--- config.mk ---
export PLATFORM = sky130hd
export DESIGN_NAME = msi_status
export DESIGN_NICKNAME = d
export VERILOG_FILES = /design/src/msi_pkg.sv /design/src/msi_status.sv
export SDC_FILE = /design/constraint.sdc
export NUM_CORES = 1
export LEC_CHECK = 0
export BUFFER_PORTS_ARGS = -buffer_cell sky130_fd_sc_hd__buf_2
export CAP_MARGIN = 40
export CELL_PAD_IN_SITES_DETAIL_PLACEMENT = 1
export CELL_PAD_IN_SITES_GLOBAL_PLACEMENT = 2
export CORE_UTILIZATION = 26
export DETAILED_ROUTE_END_ITERATION = 10
export GPL_ROUTABILITY_DRIVEN = 0
export PLACE_DENSITY = 0.73
export SKIP_LAST_GASP = 1
export SLEW_MARGIN = 25
export SYNTH_ARGS = -nofsm -noshare
export SYNTH_HDL_FRONTEND = slang
export SYNTH_SLANG_ARGS = --single-unit
export TNS_END_PERCENT = 100
--- constraint.sdc ---
create_clock -name sys_clk -period 2.6 [get_ports sys_clk]
set_clock_uncertainty 0.1 [all_clocks]
set_input_delay 0.26 -clock sys_clk [delete_from_list [all_inputs] [get_ports sys_clk]]
set_output_delay 0.26 -clock sys_clk [all_outputs]
set_load 0.03 [all_outputs]
--- src/msi_pkg.sv ---
/*
 * shared constants for the mac status and interrupt block: register
 * byte addresses, field positions, reset values and counts.
 * assumes a 32-bit register port, one clock, synchronous reset.
 */
package msi_pkg;

   // ********************************************************
   // register byte addresses
   // ********************************************************
   localparam logic [31:0] ADDR_INT_STATUS = 32'hb0003080;
   localparam logic [31:0] ADDR_INT_ENABLE = 32'hb0003084;
   localparam logic [31:0] ADDR_COMMAND = 32'hb0003088;
   localparam logic [31:0] ADDR_GEN_STATUS = 32'hb00030b4;

   // ********************************************************
   // interrupt status / enable layout
   // ********************************************************
   localparam int BIT_RX_SUMMARY = 0;
   localparam int BIT_CRC_ERROR = 1;
   localparam int RX_EVT_LO = 1;
   localparam int RX_EVT_HI = 14;

   // ********************************************************
   // general status layout
   // ********************************************************
   localparam int BIT_TX_HALTED = 11;
   localparam int BIT_SQE = 10;
   localparam int BIT_PAUSED = 9;
   localparam int BIT_DEFERRED = 8;
   localparam int COLLISION_COUNT_HI = 7;
   localparam int COLLISION_COUNT_LO = 4;
   localparam int BIT_RX_FIFO_FULL = 2;
   localparam int BIT_RX_HALTED = 1;
   localparam int BIT_FLOW_FRAME = 0;

   // ********************************************************
   // command register layout
   // ********************************************************
   localparam int BIT_RX_ON = 0;
   localparam int BIT_TX_ON = 8;
   localparam int BIT_SQE_CHECK_EN = 17;
   localparam int BIT_SEND_PAUSE = 16;

   // ********************************************************
   // reset values and counts
   // ********************************************************
   localparam logic [31:0] RST_REG = 32'h00000000;
   localparam logic [3:0] COLLISION_COUNT_RESET = 4'h0;
   localparam logic [2:0] RX_FIFO_FULL_PKTS = 3'h4;

endpackage : msi_pkg

--- src/msi_status.sv ---
/*
 * mac status and interrupt logic: receive interrupt status with
 * enables and a summary bit, the general status register (no
 * interrupt), a small command register and the receive interrupt.
 * assumes the transmit and receive engines run on sys_clk and give
 * one-cycle event pulses and same-clock levels.
 */
// Local design decision: the address-and-strobe port.
// How it works
// - failed crc sets crc error bit
// - summary is or of enabled bits 1-14
// - interrupt when summary and its enable high
// - general status bits never raise interrupts
// - write one clears, zero leaves bit
// - clearing tx on sets tx halted flag
// - sqe flag set only when enabled, 10M half
// - pause frame received or requested sets pause
// - collision count wraps on sixteen, abort set
// - clearing rx on sets rx halted flag
// - four packets in fifo set full flag
module msi_status
   import msi_pkg::*;
(
   input wire logic sys_clk, // system clock
   input wire logic sys_rst, // synchronous reset, active high
   input wire logic [31:0] regAddr, // register byte address
   input wire logic [31:0] regWrData, // register write data
   input wire logic regWr, // write strobe
   input wire logic regRd, // read strobe
   output logic [31:0] regRdData, // read data, cycle after strobe
   input wire logic crcFail, // pulse: frame failed crc
   input wire logic [14:2] rxEvents, // pulses: other rx events
   input wire logic sqeSeen, // pulse: sqe found at tx end
   input wire logic link10M, // level: link at 10 mbps
   input wire logic halfDuplex, // level: half duplex
   input wire logic pauseFrameRcvd, // pulse: pause frame received
   input wire logic deferred, // pulse: transmission deferred
   input wire logic txStart, // pulse: new transmission begins
   input wire logic collision, // pulse: collision seen
   input wire logic [2:0] rxFifoPackets, // packets held in rx fifo
   input wire logic flowFrameRcvd, // pulse: flow control frame
   output logic rxIrq, // level: receive interrupt
   output logic txHold, // level: hold off normal tx
   output logic rxHold, // level: hold off normal rx
   output logic rxDrop, // level: drop incoming packets
   output logic txAbort, // pulse: tx aborted on collisions
   output logic sendPauseFrame, // pulse: transmit a pause frame
   output logic sqeCheckEn // level: sqe check enabled
);

   // ********************************************************
   // state
   // ********************************************************
   logic [14:1] intStatus_r;
   logic [14:1] intStatus_nxt;
   logic [14:0] intEnable_r;
   logic [31:0] command_r;
   logic rxSummary_r;
   logic [3:0] collCount_r;
   logic [3:0] collCount_nxt;
   logic [11:0] flagSet;
   logic [11:0] flags;
   logic [31:0] genStatus;
   logic [31:0] rdMux;
   logic [14:1] rxSet;
   logic wrIntStatus;
   logic wrIntEnable;
   logic wrCommand;
   logic wrGenStatus;
   logic txOnClear;
   logic rxOnClear;
   logic pauseReq;
   logic sqeCheckEn_r;

   // ********************************************************
   // write decode
   // ********************************************************
   assign wrIntStatus = regWr && (regAddr == ADDR_INT_STATUS);
   assign wrIntEnable = regWr && (regAddr == ADDR_INT_ENABLE);
   assign wrCommand = regWr && (regAddr == ADDR_COMMAND);
   assign wrGenStatus = regWr && (regAddr == ADDR_GEN_STATUS);

   // on-control bits turned off by software
   assign txOnClear = wrCommand && command_r[BIT_TX_ON]
      && !regWrData[BIT_TX_ON];
   assign rxOnClear = wrCommand && command_r[BIT_RX_ON]
      && !regWrData[BIT_RX_ON];
   assign pauseReq = wrCommand && regWrData[BIT_SEND_PAUSE];

   // ********************************************************
   // receive interrupt status
   // ********************************************************
   // only a failed check sets the crc bit; a pass sets nothing
   assign rxSet = {rxEvents, crcFail};

   always_comb
   begin
      intStatus_nxt = intStatus_r;
      if (wrIntStatus)
      begin
         intStatus_nxt = intStatus_nxt & ~regWrData[14:1];
      end
      // set after clear so an event in the clear cycle survives
      intStatus_nxt = intStatus_nxt | rxSet;
   end

   always_ff @(posedge sys_clk)
   begin
      if (sys_rst)
      begin
         intStatus_r <= RST_REG[14:1];
      end
      else
      begin
         intStatus_r <= intStatus_nxt;
      end
   end

   always_ff @(posedge sys_clk)
   begin
      if (sys_rst)
      begin
         intEnable_r <= RST_REG[14:0];
      end
      else if (wrIntEnable)
      begin
         intEnable_r <= regWrData[14:0];
      end
   end

   // summary follows the next status so clears drop it at once
   always_ff @(posedge sys_clk)
   begin
      if (sys_rst)
      begin
         rxSummary_r <= 1'b0;
      end
      else
      begin
         rxSummary_r <= |(intStatus_nxt & intEnable_r[14:1]);
      end
   end

   // interrupt output; general status is never part of it
   always_ff @(posedge sys_clk)
   begin
      if (sys_rst)
      begin
         rxIrq <= 1'b0;
      end
      else
      begin
         rxIrq <= (|(intStatus_nxt & intEnable_r[14:1]))
            && intEnable_r[BIT_RX_SUMMARY];
      end
   end

   // ********************************************************
   // command register
   // ********************************************************
   // send-pause reads back as zero; it only fires a request
   always_ff @(posedge sys_clk)
   begin
      if (sys_rst)
      begin
         command_r <= RST_REG;
      end
      else if (wrCommand)
      begin
         command_r <= regWrData & ~(32'h1 << BIT_SEND_PAUSE);
      end
   end

   always_ff @(posedge sys_clk)
   begin
      if (sys_rst)
      begin
         sendPauseFrame <= 1'b0;
         sqeCheckEn_r <= 1'b0;
      end
      else
      begin
         sendPauseFrame <= pauseReq;
         sqeCheckEn_r <= command_r[BIT_SQE_CHECK_EN];
      end
   end

   assign sqeCheckEn = sqeCheckEn_r;

   // ********************************************************
   // general status flags, set wins over write-one clear
   // ********************************************************
   // set sources by bit position; count and reserved bits stay zero
   always_comb
   begin
      flagSet = 12'h000;
      flagSet[BIT_TX_HALTED] = txOnClear;
      // check runs only with enable set on a 10M half-duplex link
      flagSet[BIT_SQE] = sqeSeen && command_r[BIT_SQE_CHECK_EN]
         && link10M && halfDuplex;
      flagSet[BIT_PAUSED] = pauseFrameRcvd || pauseReq;
      // deferral only counts in half duplex, flow frames in full
      flagSet[BIT_DEFERRED] = deferred && halfDuplex;
      flagSet[BIT_RX_FIFO_FULL] = (rxFifoPackets
         >= RX_FIFO_FULL_PKTS);
      flagSet[BIT_RX_HALTED] = rxOnClear;
      flagSet[BIT_FLOW_FRAME] = flowFrameRcvd && !halfDuplex;
   end

   // bits 7:3 hold the count and a reserved bit, so no flag there
   for (genvar i = 0; i <= BIT_TX_HALTED; i++)
   begin : g_flag
      if (i > BIT_RX_FIFO_FULL && i < BIT_DEFERRED)
      begin : g_none
         assign flags[i] = 1'b0;
      end
      else
      begin : g_sticky
         logic bit_r;
         always_ff @(posedge sys_clk)
         begin
            if (sys_rst)
            begin
               bit_r <= 1'b0;
            end
            else if (flagSet[i])
            begin
               bit_r <= 1'b1;
            end
            else if (wrGenStatus && regWrData[i])
            begin
               bit_r <= 1'b0;
            end
         end
         assign flags[i] = bit_r;
      end
   end

   // ********************************************************
   // collision count
   // ********************************************************
   // four bits wrap naturally: the sixteenth collision reads zero
   always_comb
   begin
      collCount_nxt = collCount_r;
      if (txStart)
      begin
         collCount_nxt = COLLISION_COUNT_RESET;
      end
      else if (wrGenStatus)
      begin
         collCount_nxt = collCount_r & ~regWrData[COLLISION_COUNT_HI:COLLISION_COUNT_LO];
      end
      if (collision)
      begin
         collCount_nxt = collCount_nxt + 4'h1;
      end
   end

   always_ff @(posedge sys_clk)
   begin
      if (sys_rst)
      begin
         collCount_r <= COLLISION_COUNT_RESET;
         txAbort <= 1'b0;
      end
      else
      begin
         collCount_r <= collCount_nxt;
         txAbort <= collision && (collCount_nxt == COLLISION_COUNT_RESET);
      end
   end

   // ********************************************************
   // hold-off outputs to the engines
   // ********************************************************
   always_ff @(posedge sys_clk)
   begin
      if (sys_rst)
      begin
         txHold <= 1'b0;
         rxHold <= 1'b0;
         rxDrop <= 1'b0;
      end
      else
      begin
         txHold <= flags[BIT_TX_HALTED] || flags[BIT_PAUSED];
         rxHold <= flags[BIT_RX_HALTED];
         rxDrop <= flags[BIT_RX_FIFO_FULL];
      end
   end

   // ********************************************************
   // read path
   // ********************************************************
   always_comb
   begin
      genStatus = RST_REG;
      genStatus[BIT_TX_HALTED:0] = flags;
      genStatus[COLLISION_COUNT_HI:COLLISION_COUNT_LO] = collCount_r;
   end

   // unmapped addresses read as zero
   always_comb
   begin
      rdMux = RST_REG;
      case (regAddr)
         ADDR_INT_STATUS:
         begin
            rdMux[14:1] = intStatus_r;
            rdMux[BIT_RX_SUMMARY] = rxSummary_r;
         end
         ADDR_INT_ENABLE:
         begin
            rdMux[14:0] = intEnable_r;
         end
         ADDR_COMMAND:
         begin
            rdMux = command_r;
         end
         ADDR_GEN_STATUS:
         begin
            rdMux = genStatus;
         end
         default:
         begin
            rdMux = RST_REG;
         end
      endcase
   end

   // data stand only in the cycle after the strobe
   always_ff @(posedge sys_clk)
   begin
      if (sys_rst)
      begin
         regRdData <= RST_REG;
      end
      else if (regRd)
      begin
         regRdData <= rdMux;
      end
      else
      begin
         regRdData <= RST_REG;
      end
   end

endmodule // msi_status

Word level (Yosys, flattened, before mapping). Cells that the tools add are included.

Muxes and demuxes: 19. Add/sub/neg operators: 1. Magnitude comparators: 1. Eq/ne operators: 4. Bitwise logic cells: 8. Reduce and logical (&&, ||, !) cells: 39.

Operators by type and width (number): $eq 32x32->1 const B (4); $pmux 15 s4 (1); $and 14x14->14 (2); $logic_and 1x1->1 (23); $mux 1 (14); $mux 14 (1); $not 14->14 (1); $or 14x14->14 (1); $reduce_bool 2->1 (7); $reduce_or 14->1 (1); $mux 4 (3); $add 4x1->4 const B (1); $and 4x4->4 (1); $logic_not 4->1 (1); $not 4->4 (1); $ge 3x3->1 const B (1); $logic_not 1->1 (3); $reduce_or 3->1 (1); $logic_or 1x1->1 (2); $not 1->1 (2); $reduce_or 2->1 (1).

Register bits: 110. Bits of input ports: 93. Output and inout bits: 39. Logic and storage cells: 93.

Logic depth before layout (Yosys ltp).
Depth in word-level cells: 8. Depth in mapped cells: 11. Depth with buffers taken out: 9.

Least setup slack after synthesis. OpenSTA, ideal clock, no wires.

Path type: input to register. From: input regAddr[26]. To: register txAbort. Data arrival time: 2421 ps. Buffers on the path: 2. Cell stages on the path: 10. Path slack: -8 ps. Setup time: 87 ps. Cells stage by stage: or4b_4 nor4b_4 and4_2 buf_2 buf_6 a311oi_1 ha_1 nor2_1 nand2_1 nor4b_2.

Cells in the longest elaborated chain, start to end: 8.

Ends and longest elaborated chain: start: declaration (line msi_status.sv:26) `input wire logic [31:0] regAddr,`; $eq 32x32->1 * (line msi_status.sv:81) `assign wrGenStatus = regWr && (regAddr == ADDR_GEN_STATUS);`; $logic_and 1x1->1 * (line msi_status.sv:81); $mux 4 * (line msi_status.sv:250) `else if (wrGenStatus)`; $mux 4 * (line msi_status.sv:246) `if (txStart)`; $add 4x1->4 (line msi_status.sv:256) `collCount_nxt = collCount_nxt + 4'h1;`; $mux 4 * (line msi_status.sv:254) `if (collision)`; $logic_not 4->1 * (line msi_status.sv:270) `txAbort <= collision && (collCount_nxt == COLLISION_COUNT_RESET);`; $logic_and 1x1->1 * (line msi_status.sv:270); end signal: assignment (line msi_status.sv:270); end: declaration (line msi_status.sv:46) `output logic txAbort,`.

Every way passes the cells marked *; elsewhere a longest branch is shown, timed or not. A chain may end at the register's enable or synchronous reset.

Final worst setup path. Ends and elaborated chain as after synthesis.

==> load_flow_metrics.sql <==
INSERT INTO impl_metrics (metric_group, metric, value, unit) VALUES
('clock_network', 'num_cts_buffers', '9', ''),
('placed_design', 'dp.final_hpwl', '11200', 'um'),
('global_routing', 'use_met3', '3.15', '%'),
('synth', 'postSynth.asyncResetShare', '0', '%'),
('hold_path', 'hold_path_startpoint', 'rxFifoPackets[2]', ''),
('pwr', 'power_per_cell_area', '577', 'nW/um^2'),
('sta', 'final-setup-viol-count', '0', ''),
('global_routing', 'gr-max-usage-layer', 'met2', ''),
('final_layout', 'finalCoreUtilization', '34.2', '%'),
('final_layout', 'post_layout_nonfiller_instances', '888', ''),
('floorplan', 'total_die_area', '18100', 'sq um'),
('global_routing', 'grt_use_met1', '22.4', '%'),
('synth', 'syn-instance-count', '526', ''),
('clock_network', 'cts_sinks', '110', ''),
('floorplan', 'fp.coreArea', '17200', 'sq um'),
('clock_network', 'cts_tree', 'yes', ''),
('sta', 'timing.final.hold_violations', '0', ''),
('route', 'drc_errors', '0', ''),
('critical_path', 'worstPathRequired', '2.76', 'ns'),
('critical_path', 'setup.worst_path.start', 'regAddr[26]', ''),
('pwr', 'share_comb_of_total_power', '6.5', '%'),
('synth', 'synth.yosys.warnings', '0', ''),
('clock_network', 'clock-root-buffer', 'sky130_fd_sc_hd__clkbuf_16', ''),
('synth', 'syn-cell-area', '4580', 'sq um'),
('clock_network', 'postCtsResizedCells', '0', ''),
('placed_design', 'portBuffers', '128', ''),
('synth', 'synth-seq-area-share', '48.1', '%'),
('pwr', 'share_seq_of_total_power', '50.8', '%'),
('hold_path', 'timing.hold.worst.class', 'in -> reg', ''),
('route', 'vias_per_cell', '4.89', ''),
('global_routing', 'first_global_vias', '4574', ''),
('route', 'drtAntennaViolNets', '0', ''),
('critical_path', 'critPathLaunchType', 'primary input', ''),
('synth', 'synth-main-ff-cell', 'sky130_fd_sc_hd__dfxtp_1', ''),
('clock_network', 'cts_htree_levels', '3', ''),
('sta', 'final_number_of_max_transition_violations', '0', ''),
('synth', 'post_synth_num_cell_types', '54', ''),
('run_status', 'run_status', 'finished clean', ''),
('route', 'drt-initial-drc-count', '196', ''),
('pwr', 'worst_ir_drop_vdd', '352', 'uV'),
('final_layout', 'layout-drive-gt1-share', '30.1', '%'),
('pwr', 'internal_power', '2.58', 'mW'),
('pwr', 'tot_pwr', '3.40', 'mW'),
('route', 'dr_total_vias', '4343', ''),
('placed_design', 'place_ws', '-0.0808', 'ns'),
('global_routing', 'grt_usage', '17.3', '%'),
('critical_path', 'worstPathArrival', '2.48', 'ns'),
('final_layout', 'area_growth_syn_to_layout', '28.6', '%'),
('critical_path', 'critical_path.endpoint_type', 'flop', ''),
('global_routing', 'global_route_wire_length_before_repair', '24200', 'um'),
('route', 'routed_wirelength', '15100', 'um'),
('flow_run', 'timing.max_cap.violations', '0', ''),
('floorplan', 'die_h', '135', 'um'),
('synth', 'syn_nets', '620', ''),
('final_layout', 'count_of_nets_after_finishing', '751', ''),
('floorplan', 'start_util', '26.6', '%'),
('sta', 'tns', '0', 'ns'),
('sta', 'min_period_over_period', '89.1', '%'),
('route', 'drt_pass1_iterations', '5', ''),
('global_routing', 'grt_antenna_before_repair', '1', ''),
('pwr', 'sw_frac_of_total', '24.2', '%'),
('floorplan', 'fp.dieW', '135', 'um'),
('global_routing', 'grt.met2_usage', '29.4', '%'),
('critical_path', 'critical_path_class', 'in -> reg', ''),
('clock_network', 'worst_skew_pair.late_latency', '0.36', 'ns'),
('placed_design', 'numPlacedInstances', '871', ''),
('critical_path', 'rr_startpoint', 'intStatus_r[14]$_SDFF_PP0_', ''),
('clock_network', 'ctsHoldBuffers', '0', ''),
('global_routing', 'largest_net_degree_at_the_start_of_global_routing', '75', ''),
('pwr', 'total_switching_power', '821', 'uW'),
('critical_path', 'cp_max_fo', '3', '');
## power by group through the flow
stage / registers (mW) / clock network (mW) / logic, mW
2_1_floorplan: 1.76 / 0 / 0.0910
3_3_place_gp: 1.76 / 0 / 0.213
3_5_place_dp: 1.76 / 0 / 0.220
4_1_cts: 1.72 / 1.50 / 0.220
5_1_grt: 1.73 / 1.58 / 0.240
6_report: 1.72 / 1.45 / 0.220
## path summary, 6_finish.rpt
path | slack (ns) | endpoint | cells after the start
worst min-delay path | 0.01 | g_flag[2].g_sticky.bit_r$_SDFFE_PP0P_ | 3
worst max-delay path | 0.28 | txAbort$_SDFF_PP0_ | 10
worst min register to register | 0.35 | command_r[19]$_SDFFE_PP0P_ | 2
worst max register to register | 0.61 | rxIrq$_SDFF_PP0_ | 6
## kinds of logic after synthesis
kind of cell               after synthesis  synth area share [%]
xor gates and xnor gates                 2                 0.383
muxes                                   16                  3.91
AOI/OAI and AO/OA                      118                  16.1
buffers and inverters                   43                  4.64
and+or+nand+nor                        235                  26.5
other                                    1                0.0819
DFF                                    110                  48.1
adders and majority gates                1                 0.273
## per-stage QoR
stage | hold WS, ns | cell area [sq um]
after global placement | 0.334 | 5570
after detailed placement | 0.341 | 5570
after global routing | 0.00766 | 5890
final | 0.0142 | 5890
after floorplan | 0.269 | 4590
after CTS | 0.00776 | 5890
## critical path, stage by stage
cell and delay [ns]:
sky130_fd_sc_hd__buf_2 0.11, sky130_fd_sc_hd__or4b_4 0.55, sky130_fd_sc_hd__nor4b_4 0.35, sky130_fd_sc_hd__nand4_1 0.17, sky130_fd_sc_hd__o21ai_0 0.25, sky130_fd_sc_hd__inv_1 0.08, sky130_fd_sc_hd__ha_1 0.32, sky130_fd_sc_hd__nor2_1 0.11
sky130_fd_sc_hd__nand2_1 0.07, sky130_fd_sc_hd__nor4b_2 0.22
## layout make-up
cell class | count | share of cell area [%]
flip-flops and latches | 110 | 37.4
repair buffers | 154 | 15.0
inverters | 9 | 0.574
clock buffers | 9 | 3.82
diodes | 1 | 0.0425
clock inverters | 7 | 1.47
well taps | 225 | 4.78
multi-input cells | 373 | 36.9
## cell usage after synthesis (2+ instances only)
library cell	instances	area share, %
sky130_fd_sc_hd__nand3b_1	2	0.33
sky130_fd_sc_hd__and2_1	16	2.2
sky130_fd_sc_hd__nand4_1	5	0.68
sky130_fd_sc_hd__xor2_1	2	0.38
sky130_fd_sc_hd__clkbuf_1	17	1.4
sky130_fd_sc_hd__dfxtp_1	110	48
sky130_fd_sc_hd__nor2b_1	18	2.5
sky130_fd_sc_hd__nor4_1	4	0.55
sky130_fd_sc_hd__and4_1	2	0.38
sky130_fd_sc_hd__a31oi_1	3	0.41
sky130_fd_sc_hd__mux2_2	15	3.7
sky130_fd_sc_hd__or4b_4	2	0.60
sky130_fd_sc_hd__nor4b_1	2	0.38
sky130_fd_sc_hd__buf_2	8	0.87
sky130_fd_sc_hd__a311oi_1	6	1.1
sky130_fd_sc_hd__inv_1	9	0.74
sky130_fd_sc_hd__a222oi_1	11	2.4
sky130_fd_sc_hd__a41o_1	2	0.44
sky130_fd_sc_hd__nand3_1	10	1.1
sky130_fd_sc_hd__nor4b_4	2	1.0
sky130_fd_sc_hd__a21oi_1	62	6.8
sky130_fd_sc_hd__and3_1	3	0.41
sky130_fd_sc_hd__a41oi_1	2	0.38
sky130_fd_sc_hd__buf_4	6	0.98
sky130_fd_sc_hd__nand2_1	110	9.0
sky130_fd_sc_hd__a22oi_1	5	0.82
sky130_fd_sc_hd__nand2b_1	4	0.55
sky130_fd_sc_hd__nor4bb_1	2	0.44
sky130_fd_sc_hd__and4_2	3	0.66
sky130_fd_sc_hd__nor2_1	41	3.4
sky130_fd_sc_hd__o21ai_0	19	2.1
## metal layers
metal | share of wire (%) | up-vias
li1 | - | 2098
met1 | 46 | 2110
met2 | 48 | 118
met3 | 4.7 | 17
met4 | 1.3 | 0
met5 | 0 | -
## flip-flops by register name, summed over array words and instances (netlist names), 4 cells and up
signal and cells:
intEnable_r 15, g_flag.g_sticky.bit_r 7, collCount_r 4, command_r 31
intStatus_r 14, regRdData 31
No activity file was read; power rests on OpenSTA's default activity.
